<file path="config.mk">
export PLATFORM = sky130hd
export DESIGN_NAME = exc_vector_unit
export DESIGN_NICKNAME = d
export VERILOG_FILES = /design/src/rtl/exc_vector_pkg.sv /design/src/rtl/exc_vector_unit.sv
export SDC_FILE = /design/constraint.sdc
export NUM_CORES = 1
export LEC_CHECK = 0
export ABC_AREA = 1
export BUFFER_PORTS_ARGS = -buffer_cell sky130_fd_sc_hd__clkbuf_2
export CAP_MARGIN = 20
export CELL_PAD_IN_SITES_DETAIL_PLACEMENT = 1
export CELL_PAD_IN_SITES_GLOBAL_PLACEMENT = 1
export CORE_AREA = 2 2 234 236
export DETAILED_ROUTE_END_ITERATION = 6
export DIE_AREA = 0 0 236 238
export HOLD_SLACK_MARGIN = 0.06
export PLACE_DENSITY_LB_ADDON = 0.1
export SYNTH_ARGS = -nofsm -noshare
export SYNTH_HDL_FRONTEND = slang
export SYNTH_SLANG_ARGS = --single-unit
</file>
<file path="constraint.sdc">
create_clock -name clk_sys_i -period 4.71 [get_ports clk_sys_i]
set_input_delay 0.7065 -clock clk_sys_i [delete_from_list [all_inputs] [get_ports clk_sys_i]]
set_output_delay 0.7065 -clock clk_sys_i [all_outputs]
set_load 0.01 [all_outputs]
</file>
<file path="src/rtl/exc_vector_pkg.sv">
package exc_vector_pkg;

  // status word and opcode word field positions
  localparam int SW_T1_BIT = 15;
  localparam int SW_T0_BIT = 14;
  localparam int SW_S_BIT = 13;
  localparam int OPCLASS_HI = 15;
  localparam int OPCLASS_LO = 12;

  // opcode line classes in bits [15:12]
  localparam logic [3:0] OP_A_LINE = 4'hA;
  localparam logic [3:0] OP_F_LINE = 4'hF;

  // vector numbers
  localparam logic [7:0] VEC_ADDR_ERR = 8'h03;
  localparam logic [7:0] VEC_ILLEGAL = 8'h04;
  localparam logic [7:0] VEC_DIV_ZERO = 8'h05;
  localparam logic [7:0] VEC_BOUNDS = 8'h06;
  localparam logic [7:0] VEC_COND_TRAP = 8'h07;
  localparam logic [7:0] VEC_PRIV = 8'h08;
  localparam logic [7:0] VEC_A_LINE = 8'h0A;
  localparam logic [7:0] VEC_F_LINE = 8'h0B;
  localparam logic [7:0] VEC_TRAP_BASE = 8'h20;

  // reset values
  localparam logic [31:0] ADDR_RST = 32'h0000_0000;
  localparam logic [15:0] SW_RST = 16'h0000;

  // decoder's verdict on the instruction word
  typedef enum logic [3:0] {
    k_normal, k_illegal, k_ctrl_move, k_trap_n, k_div, k_bounds, k_range,
    k_cond_trap, k_fcond_trap, k_ovf_trap, k_fp_legal, k_fp_unimpl
  } insn_kind_type;

  typedef enum logic [1:0] {
    fmt_short, fmt_trap_ptr, fmt_addr_err, fmt_fp_ea
  } frame_fmt_type;

  typedef struct packed {
    insn_kind_type kind;
    logic [15:0] op_word;
    logic [31:0] pc;
    logic [31:0] next_pc;
    logic [3:0] trap_num;
    logic priv;
    logic ctrl_reg_bad;
    logic divisor_zero;
    logic cond_true;
    logic ea_needed;
    logic [31:0] ea;
  } insn_info_type;

  typedef struct packed {
    frame_fmt_type fmt;
    logic [7:0] vector;
    logic [11:0] vec_offset;
    logic [15:0] saved_sw;
    logic [31:0] pc;
    logic [31:0] insn_addr;
    logic [31:0] fault_addr;
  } frame_type;

  typedef struct packed {
    logic take;
    logic fetch;
    logic [7:0] vector;
    frame_fmt_type fmt;
  } decision_type;

endpackage : exc_vector_pkg

</file>
<file path="src/rtl/exc_vector_unit.sv">
`timescale 1ns/10ps

module exc_vector_unit (
  // clock and reset
  input wire logic clk_sys_i,
  input wire logic rst_n_i,
  // decoded instruction
  input wire logic insn_valid_i,
  input wire exc_vector_pkg::insn_info_type insn_i,
  output logic insn_take_o,
  output logic insn_exec_o,
  input wire logic pipe_busy_i,
  // prefetch and branch
  input wire logic pf_req_i,
  input wire logic [31:0] pf_addr_i,
  input wire logic [31:0] pf_insn_addr_i,
  output logic pf_go_o,
  input wire logic br_not_taken_i,
  input wire logic [31:0] br_target_i,
  // breakpoint acknowledge cycle
  input wire logic bkpt_cycle_i,
  input wire logic [31:0] bkpt_pc_i,
  input wire logic transfer_ack_i,
  input wire logic transfer_error_ack_i,
  // processor state
  input wire logic [15:0] status_word_i,
  input wire logic [31:0] vbr_i,
  input wire logic reset_exc_i,
  output logic [15:0] status_word_o,
  output logic status_load_o,
  // float operand fetch
  output logic op_req_o,
  output logic [31:0] op_addr_o,
  input wire logic op_done_i,
  // stacking
  output logic frame_valid_o,
  output exc_vector_pkg::frame_type frame_o,
  input wire logic frame_done_i,
  // vector fetch and resume
  output logic vec_req_o,
  output logic [31:0] vec_addr_o,
  input wire logic vec_done_i,
  input wire logic [31:0] handler_i,
  output logic pc_load_o,
  output logic [31:0] new_pc_o,
  // status
  output logic busy_o,
  output logic halted_o
);
  import exc_vector_pkg::*;

  typedef enum logic [2:0] {st_idle, st_opfetch, st_stack, st_vecfetch, st_halt} state_type;

  state_type state_ff;
  frame_type frame_ff;
  decision_type dec;
  logic ae_pend_ff, ae_active_ff, bkpt_pend_ff;
  logic [31:0] ae_addr_ff, ae_insn_ff, vec_addr_ff, new_pc_ff;
  logic [15:0] sw_new_ff;
  logic sw_load_ff, pc_load_ff;
  logic [1:0] ack_meta_ff, ack_sync_ff, ack_prev_ff;
  logic pf_odd, br_odd, ae_odd, idle, bkpt_end, start_bkpt, start_insn, start_ae;
  logic [15:0] sw_entry;

  // decode priority: opcode validity, then privilege, then traps
  function automatic decision_type classify(insn_info_type i, logic user);
    decision_type d;
    d = '{take: 1'b1, fetch: 1'b0, vector: VEC_ILLEGAL, fmt: fmt_short};
    if (i.op_word[OPCLASS_HI:OPCLASS_LO] == OP_A_LINE) begin
      d.vector = VEC_A_LINE;
    end else if (i.op_word[OPCLASS_HI:OPCLASS_LO] == OP_F_LINE &&
                 i.kind != k_fp_legal && i.kind != k_fp_unimpl) begin
      d.vector = VEC_F_LINE;
    end else if (i.kind == k_illegal) begin
      d.vector = VEC_ILLEGAL;
    end else if (i.priv && user) begin
      d.vector = VEC_PRIV;
    end else if (i.kind == k_ctrl_move && i.ctrl_reg_bad) begin
      d.vector = VEC_ILLEGAL;
    end else if (i.kind == k_fp_unimpl) begin
      d.vector = VEC_F_LINE;
      d.fetch = i.ea_needed;
      d.fmt = fmt_fp_ea;
    end else if (i.kind == k_trap_n) begin
      // software trap stacks no instruction pointer
      d.vector = VEC_TRAP_BASE + {4'h0, i.trap_num};
      d.fmt = fmt_short;
    end else if (i.kind == k_div && i.divisor_zero) begin
      d.vector = VEC_DIV_ZERO;
      d.fmt = fmt_trap_ptr;
    end else if ((i.kind == k_bounds || i.kind == k_range) && i.cond_true) begin
      d.vector = VEC_BOUNDS;
      d.fmt = fmt_trap_ptr;
    end else if ((i.kind == k_cond_trap || i.kind == k_fcond_trap ||
                  i.kind == k_ovf_trap) && i.cond_true) begin
      d.vector = VEC_COND_TRAP;
      d.fmt = fmt_trap_ptr;
    end else begin
      d.take = 1'b0;
    end
    return d;
  endfunction : classify

  // event detection and start arbitration
  assign idle = (state_ff == st_idle);
  assign pf_odd = pf_req_i && pf_addr_i[0];
  assign br_odd = br_not_taken_i && br_target_i[0];
  assign ae_odd = pf_odd || br_odd;
  // first edge of either acknowledge only, so one cycle enters once
  assign bkpt_end = bkpt_cycle_i && (ack_sync_ff != 2'b00) && (ack_prev_ff == 2'b00);
  assign dec = classify(insn_i, !status_word_i[SW_S_BIT]);
  assign start_bkpt = idle && bkpt_pend_ff;
  assign start_insn = idle && !bkpt_pend_ff && insn_valid_i && dec.take;
  // an exception from the running instructions always beats the pending address error
  assign start_ae = idle && ae_pend_ff && !pipe_busy_i && !bkpt_pend_ff &&
                    !(insn_valid_i && dec.take);

  // status copy with supervisor set and tracing off
  always_comb begin
    sw_entry = status_word_i;
    sw_entry[SW_S_BIT] = 1'b1;
    sw_entry[SW_T1_BIT] = 1'b0;
    sw_entry[SW_T0_BIT] = 1'b0;
  end

  // handshake outputs
  assign pf_go_o = pf_req_i && !pf_addr_i[0] && (state_ff != st_halt);
  assign insn_take_o = idle && !bkpt_pend_ff && insn_valid_i;
  assign insn_exec_o = insn_take_o && !dec.take;
  assign frame_valid_o = (state_ff == st_stack);
  assign vec_req_o = (state_ff == st_vecfetch);
  assign op_req_o = (state_ff == st_opfetch);
  assign op_addr_o = frame_ff.fault_addr;
  assign frame_o = frame_ff;
  assign vec_addr_o = vec_addr_ff;
  assign new_pc_o = new_pc_ff;
  assign pc_load_o = pc_load_ff;
  assign status_word_o = sw_new_ff;
  assign status_load_o = sw_load_ff;
  assign busy_o = !idle;
  assign halted_o = (state_ff == st_halt);

  // acknowledge pins come from the bus, so two stages first
  always_ff @(posedge clk_sys_i) begin
    if (!rst_n_i) begin
      ack_meta_ff <= 2'b00;
      ack_sync_ff <= 2'b00;
      ack_prev_ff <= 2'b00;
    end else begin
      ack_meta_ff <= {transfer_error_ack_i, transfer_ack_i};
      ack_sync_ff <= ack_meta_ff;
      ack_prev_ff <= ack_sync_ff;
    end
  end

  // pending address error; a new odd fetch is ignored while one is already pending
  always_ff @(posedge clk_sys_i) begin
    if (!rst_n_i) begin
      ae_pend_ff <= 1'b0;
      ae_addr_ff <= ADDR_RST;
      ae_insn_ff <= ADDR_RST;
    end else if (idle && ae_odd && !ae_pend_ff) begin
      ae_pend_ff <= 1'b1;
      ae_addr_ff <= pf_odd ? pf_addr_i : br_target_i;
      ae_insn_ff <= pf_insn_addr_i;
    end else if (start_ae) begin
      ae_pend_ff <= 1'b0;
    end
  end

  // double fault window lasts until the handler's first good prefetch
  always_ff @(posedge clk_sys_i) begin
    if (!rst_n_i) begin
      ae_active_ff <= 1'b0;
    end else if (start_ae) begin
      ae_active_ff <= 1'b1;
    end else if (idle && pf_go_o) begin
      ae_active_ff <= 1'b0;
    end
  end

  // breakpoint acknowledge end, served as illegal instruction
  always_ff @(posedge clk_sys_i) begin
    if (!rst_n_i) begin
      bkpt_pend_ff <= 1'b0;
    end else if (bkpt_end) begin
      bkpt_pend_ff <= 1'b1;
    end else if (start_bkpt) begin
      bkpt_pend_ff <= 1'b0;
    end
  end

  // sequencer and frame capture
  always_ff @(posedge clk_sys_i) begin
    if (!rst_n_i) begin
      state_ff <= st_idle;
      frame_ff <= '0;
      vec_addr_ff <= ADDR_RST;
      new_pc_ff <= ADDR_RST;
      sw_new_ff <= SW_RST;
      sw_load_ff <= 1'b0;
      pc_load_ff <= 1'b0;
    end else begin
      sw_load_ff <= 1'b0;
      pc_load_ff <= 1'b0;
      if ((ae_active_ff || reset_exc_i) && ae_odd && state_ff != st_halt) begin
        state_ff <= st_halt;
      end else begin
        case (state_ff)
          st_idle: begin
            if (start_bkpt || start_insn || start_ae) begin
              sw_new_ff <= sw_entry;
              sw_load_ff <= 1'b1;
              frame_ff.saved_sw <= status_word_i;
              state_ff <= st_stack;
            end
            if (start_bkpt) begin
              frame_ff.fmt <= fmt_short;
              frame_ff.vector <= VEC_ILLEGAL;
              frame_ff.vec_offset <= {2'b00, VEC_ILLEGAL, 2'b00};
              frame_ff.pc <= bkpt_pc_i;
              frame_ff.insn_addr <= bkpt_pc_i;
              frame_ff.fault_addr <= ADDR_RST;
            end else if (start_insn) begin
              frame_ff.fmt <= dec.fmt;
              frame_ff.vector <= dec.vector;
              frame_ff.vec_offset <= {2'b00, dec.vector, 2'b00};
              // traps and float ops resume after; faults restart at their own word
              frame_ff.pc <= (dec.fmt == fmt_short && dec.vector < VEC_TRAP_BASE) ?
                             insn_i.pc : insn_i.next_pc;
              frame_ff.insn_addr <= insn_i.pc;
              frame_ff.fault_addr <= insn_i.ea;
              if (dec.fetch) begin
                state_ff <= st_opfetch;
              end
            end else if (start_ae) begin
              frame_ff.fmt <= fmt_addr_err;
              frame_ff.vector <= VEC_ADDR_ERR;
              frame_ff.vec_offset <= {2'b00, VEC_ADDR_ERR, 2'b00};
              frame_ff.pc <= ae_insn_ff;
              frame_ff.insn_addr <= ae_insn_ff;
              frame_ff.fault_addr <= {ae_addr_ff[31:1], 1'b0};
            end
          end
          st_opfetch: begin
            if (op_done_i) begin
              state_ff <= st_stack;
            end
          end
          st_stack: begin
            if (frame_done_i) begin
              vec_addr_ff <= vbr_i + {22'h00_0000, frame_ff.vector, 2'b00};
              state_ff <= st_vecfetch;
            end
          end
          st_vecfetch: begin
            if (vec_done_i) begin
              new_pc_ff <= handler_i;
              pc_load_ff <= 1'b1;
              state_ff <= st_idle;
            end
          end
          default: begin
            state_ff <= st_halt;
          end
        endcase
      end
    end
  end
endmodule : exc_vector_unit

</file>
# After elaboration in Yosys (flattened, before gate mapping)
# Index checks and enable logic that the tools add are counted.
dict set report totals {
  regBits 290
  inputBits 346
  out_inout_bits 256
  elab_cells 166
}
dict set report op_classes {
  addsub 2
  n_eq_ne 25
  muxes 51
  n_reduce_logical 61
  magnitude_cmp 1
  bitwise_logic 4
}
# op n
set op_table {}
lappend op_table {{$mux W96} 3}
lappend op_table {{$mux W22} 3}
lappend op_table {{$mux W32} 2}
lappend op_table {{$mux W7} 5}
lappend op_table {{$add A32 B10 Y32} 1}
lappend op_table {{$logic_and A1 B1 Y1} 29}
lappend op_table {{$mux W3} 8}
lappend op_table {{$eq A4 B4 Y1 const B} 5}
lappend op_table {{$mux W2} 10}
lappend op_table {{$mux W9} 2}
lappend op_table {{$reduce_and A3 Y1} 6}
lappend op_table {{$eq A4 B3 Y1 const B} 4}
lappend op_table {{$mux W1} 14}
lappend op_table {{$mux W4} 3}
lappend op_table {{$pmux W3 S4} 1}
lappend op_table {{$ne A3 B1 Y1 const B} 3}
lappend op_table {{$eq A4 B2 Y1 const B} 2}
lappend op_table {{$logic_not A1 Y1} 8}
lappend op_table {{$lt A8 B6 Y1 const B} 1}
lappend op_table {{$ne A4 B4 Y1 const B} 2}
lappend op_table {{$reduce_bool A2 Y1} 4}
lappend op_table {{$add A6 B4 Y7 const A} 1}
lappend op_table {{$logic_or A1 B1 Y1} 7}
lappend op_table {{$eq A3 B2 Y1 const B} 2}
lappend op_table {{11 further kinds} 18}

# Logic depth before layout (Yosys ltp)
dict set report depth {
  depth_word 24
  depth_mapped 18
  mapped_depth_nobuf 16
}

# Least setup slack after synthesis
# No wires, ideal clock.
dict set report synth_path {
  path_kind {input-to-reg}
  startpoint {input vbr_i[2]}
  endpoint {register vec_addr_ff[28], in the netlist vec_addr_o[28]}
  setup_ps 58
  t_required_ps 4652
  path_buffers 0
  arrival_time_ps 2496
  path_slack_ps 2156
  cell_stages 15
  path_cell_list {ha_1 > inv_1 > fa_1 > inv_1 > nand3_1 > nand2_1 > nand2_1 > nand2_1 > nand2_1 > nor2_1 > nand2_1 > or2_2 > nand3_1 > o211ai_1 > inv_1}
}
dict set report synth_via {
  elab_chain_len 1
}
# element line_no
set synth_rtl {}
lappend synth_rtl {{start: declaration} exc_vector_unit.sv:27} ;# input wire logic [31:0] vbr_i,
lappend synth_rtl {{$add A32 B10 Y32} exc_vector_unit.sv:252} ;# vec_addr_ff <= vbr_i + {22'h00_0000, frame_ff.vector, 2'b00};
lappend synth_rtl {{end signal: assignment} exc_vector_unit.sv:252}
lappend synth_rtl {{end: declaration} exc_vector_unit.sv:58} ;# logic [31:0] ae_addr_ff, ae_insn_ff, vec_addr_ff, new_pc_ff;
# Every way passes these cells.
# A chain may end at the register's enable or synchronous reset.

# Final worst setup path
dict set report layout_path {
  startpoint {input pf_addr_i[0]}
  endpoint {register vec_addr_ff[29], in the netlist vec_addr_o[29]}
}
dict set report layout_via {
  elab_chain_len 6
}
# element line_no
set layout_rtl {}
lappend layout_rtl {{start: declaration} exc_vector_unit.sv:15} ;# input wire logic [31:0] pf_addr_i,
lappend layout_rtl {{$logic_and A1 B1 Y1} exc_vector_unit.sv:106} ;# assign pf_odd = pf_req_i && pf_addr_i[0];
lappend layout_rtl {{$logic_or A1 B1 Y1} exc_vector_unit.sv:108} ;# assign ae_odd = pf_odd || br_odd;
lappend layout_rtl {{$logic_and A1 B1 Y1 (2 in series)} exc_vector_unit.sv:206} ;# if ((ae_active_ff || reset_exc_i) && ae_odd && state_ff != st_halt) begin
lappend layout_rtl {{$not A1 Y1 (no source line)} n/a}
lappend layout_rtl {{$reduce_and A3 Y1 (no source line)} n/a}
# Every way passes these cells.

==> metrics.md <==
| Metric | Value |
|---|---|
| Synthesis warning total | 0 |
| Status | finished, final reports clean |
| Main combinational cell family by area after synthesis | simple AND/OR/NAND/NOR gates |
| Crit-path cells | clkbuf_2 > nand2_1 > buf_4 > nand2_1 > o21ai_0 > nor2_1 > clkinv_1 > nand2_1 > inv_2 > nand3_1 > o211ai_1 > inv_1 |
| Worst-margin pin slew | about 900 ps |
| Vias per cell | 4.620 |
| Row count | 85 |
| Top cell by count, worst path | nand2_1 |
| Layout area overhead | 30.08% |
| CP peak stage delay | 760 ps |
| Antenna violations before repair | 10 |
| Yosys reg bits | 261 |
| Post-DRT Antenna Nets | 0 |
| Leading area contributor after synthesis | dfxtp_1 |
| Pwr/cell area | 396.6 nW/um^2 |
| Routed wire length | 64300 um |
| CP endpoint kind | flip-flop |
| CTS buffer count | 35 |
| Critical Path Slowest Stage Cell | inv_2 |
| Met1 usage | 0.2755 |
| M2 GR Usage | 0.3783 |
| Worst hold path depth | 3 |
| Clock Tree Root | clkbuf_16 |
| Crit path max fanout | 54 |
| Initial Util | 0.2589 |
| HPWL Detailed | 46250 um |
| Clock sinks | 261 |
| Worst Path Arrival | approximately 3500 ps |
| I/O pin cnt | 602 |
| Adder-cell share of the synthesized area | 0.005962 |
| GR Layer Usage met3 | 0.05275 |
| First-pass DRT Iterations | 5 |
| Count leader, synth | nand2_1 |
| Simple-gate portion of the synthesized area | 0.3332 |
| Post-Synthesis Cells | 2166 |
| Synth top area share | 0.3772 |
| Hold Buf Count CTS | 0 |
| Mux contribution to synthesized area | 0 |
| Ys flop type | dfxtp_1 |
| Static Leak | roughly 9.2 nW |
| Clk Latency, worst-skew pair | between 500 and 600 ps |
| Vias in the first global route | 15817 |
| RSZ-0062 raised after global routing | false |
| GR peak layer | met2 |
| DR vias | 15478 |
| Setup-failing EPs final | 0 |
| Max Fclk | 0.3226 GHz |
| Largest net degree at the start of global routing | 120 |
| DRC viols | 0 |
| Max-slew violation count | 0 |
| GRT Resource Usage Total | 0.2219 |
| I/O Buffers | slightly below 600 |
| Synth top cells by count | nand2_1 (591), nor2_1 (321), dfxtp_1 (261) |
| Post-route cell area | 18020 um^2 |
| Die Span Y | 238 um |
| Layout Skew | 18.56 ps |
| DRT iter0 DRCs | 681 |
| Max_slew headroom | 0.3980 |
| Max Buffers Root-to-Sink | 3 |
| Synthesized cell area | 13850 um^2 |
| Die Area | 56170 um^2 |
| Synth top area cells | dfxtp_1 (38%), nand2_1 (16%), nor2_1 (8.7%) |
| Syn avg cell area | 6.395 um^2 |
| Part of the cycle the worst path needs | 0.6581 |
| Post-layout min period | 3100 ps |
| Clock-pin slew on the worst setup and hold paths | 60 ps |
| Number of cells on the worst reg-to-reg path | 11 |
| Worst VDD drop | between 150 and 200 uV |
| Dpl cell area | between 15000 and 20000 um^2 |
| Grt total ovfl | 0 |
| H-Tree Depth | 2 |
| Postcts setup bufs | 0 |
| Layout cells sized above 1 | 0.2654 |
| Fin nets | 2971 |
| Core Area | 53500 um^2 |
| WL per Instance | about 19 um |
| Synth cell types | 40 |
| Total of max-cap violations | 0 |
| Final Hold Fails | 0 |
| Register area share after synthesis | 0.3772 |
| Worst Path Class, Setup | primary input to flip-flop |
| Post_cts resized | 0 |
| Ys async rst share | 0 |
| Die X | 236 um |
| Number of synthesized flops with an enable pin | 0 |
| Post-Synth XOR/XNOR Area | 0.005691 |
| RePlAce Congestion | 0.8631 |
| Startpoint types | primary input |
| Compound-Gate Fraction of Synth Area | 0.1477 |
| Global-route wire length before repair | 95750 um |
| Worst Path Required | 5140 ps |
| CTS tree | done |
| Tightest Hold Check Type | primary input to flip-flop |
| Aggregate negative setup slack | 0 ps |
## state kept, by name, summed over array words and instances, names as in the netlist, 2 cells and up
register / count
vec_addr_o: 32
new_pc_o: 32
frame_o: 87
op_addr_o: 32
ae_addr_ff: 31
state_ff: 3
ae_insn_ff: 32
ack_sync_ff: 2
ack_meta_ff: 2
ack_prev_ff: 2
## critical path, delay by kind of cell
family	cells	cell delay (ps)
buf+inv	5	1580
simple gates	5	900
compound gates	2	310
## cells by family (layout without fill, tap and decap cells)
family	count (synthesis)	count (layout)
AND/OR/NAND/NOR	1118	1118
buffers and inverters	392	860
AO/OA/AOI/OAI	379	379
other	1	21
flip-flops	261	261
XOR/XNOR	9	9
adder cells (fa/ha/maj)	6	6
## layout by cell type, fill, tap and decap left out, types with 4 or more instances in the layout
| master | count |
|---|---|
| nand2_1 | 590 |
| clkbuf_2 | 576 |
| nor2_1 | 321 |
| dfxtp_1 | 261 |
| inv_1 | 190 |
| o21ai_0 | 171 |
| a21oi_1 | 140 |
| nand3_1 | 108 |
| clkbuf_16 | 35 |
| a31oi_1 | 32 |
| nand3b_1 | 32 |
| o211ai_1 | 18 |
| nor3_1 | 17 |
| buf_4 | 16 |
| nand4_1 | 13 |
| nand2_2 | 13 |
| conb_1 | 12 |
| clkbuf_1 | 12 |
| or2_2 | 11 |
| a21oi_2 | 10 |
| diode_2 | 9 |
| xor2_1 | 7 |
| clkbuf_8 | 7 |
| inv_2 | 5 |
| ha_1 | 5 |
| buf_12 | 5 |
| nand3_2 | 4 |
## cell type report
cell class / count / area [um^2]
diodes: 9 / 22.52
clock buffers: 54 / 1017
clock inverters: 9 / 111.4
fillers: 6979 / 35480
inverters: 199 / 749.5
multi-input cells: 1524 / 6890
flip-flops and latches: 261 / 5225
well taps: 696 / 870.8
repair buffers: 598 / 3131
## through the flow
stage / utilization / hold WS [ps] / setup slack, ps / power [mW] / instances
after floorplan: - / 390.5 / 2156 / 3.814 / 2177
after global placement: 0.3148 / 403.0 / 1066 / 4.510 / 3277
after detailed placement: 0.3148 / 407.9 / 966.5 / 4.552 / 3277
after CTS: 0.3359 / 318.7 / 1544 / 7.299 / 3340
after global routing: 0.3368 / 351.6 / 1252 / 7.595 / 3349
final: 0.3368 / 346.8 / 1610 / 7.146 / 3350
## where the power goes
group          internal [mW]  leakage (nW)  total [mW]  switching, mW
registers               2.46          2.13        2.61          0.152
clock network           1.60         0.546        2.69           1.09
logic                  0.612          6.51        1.85           1.24
## per-layer routing
metal,share of wire,vias to the layer above
li1,-,7707
met1,0.44,7292
met2,0.48,410
met3,0.063,69
met4,0.026,0
met5,0,-
## path summary, 6_finish.rpt
kind	startpoint	endpoint	slack (ps)
max	pf_addr_i[0]	vec_addr_o[29]	1610
min	transfer_ack_i	ack_meta_ff[0]	350
max reg2reg	state_ff[0]	op_addr_o[12]	1650
min reg2reg	ack_meta_ff[0]	ack_sync_ff[0]	420
Power figures use the tool's default switching activity.
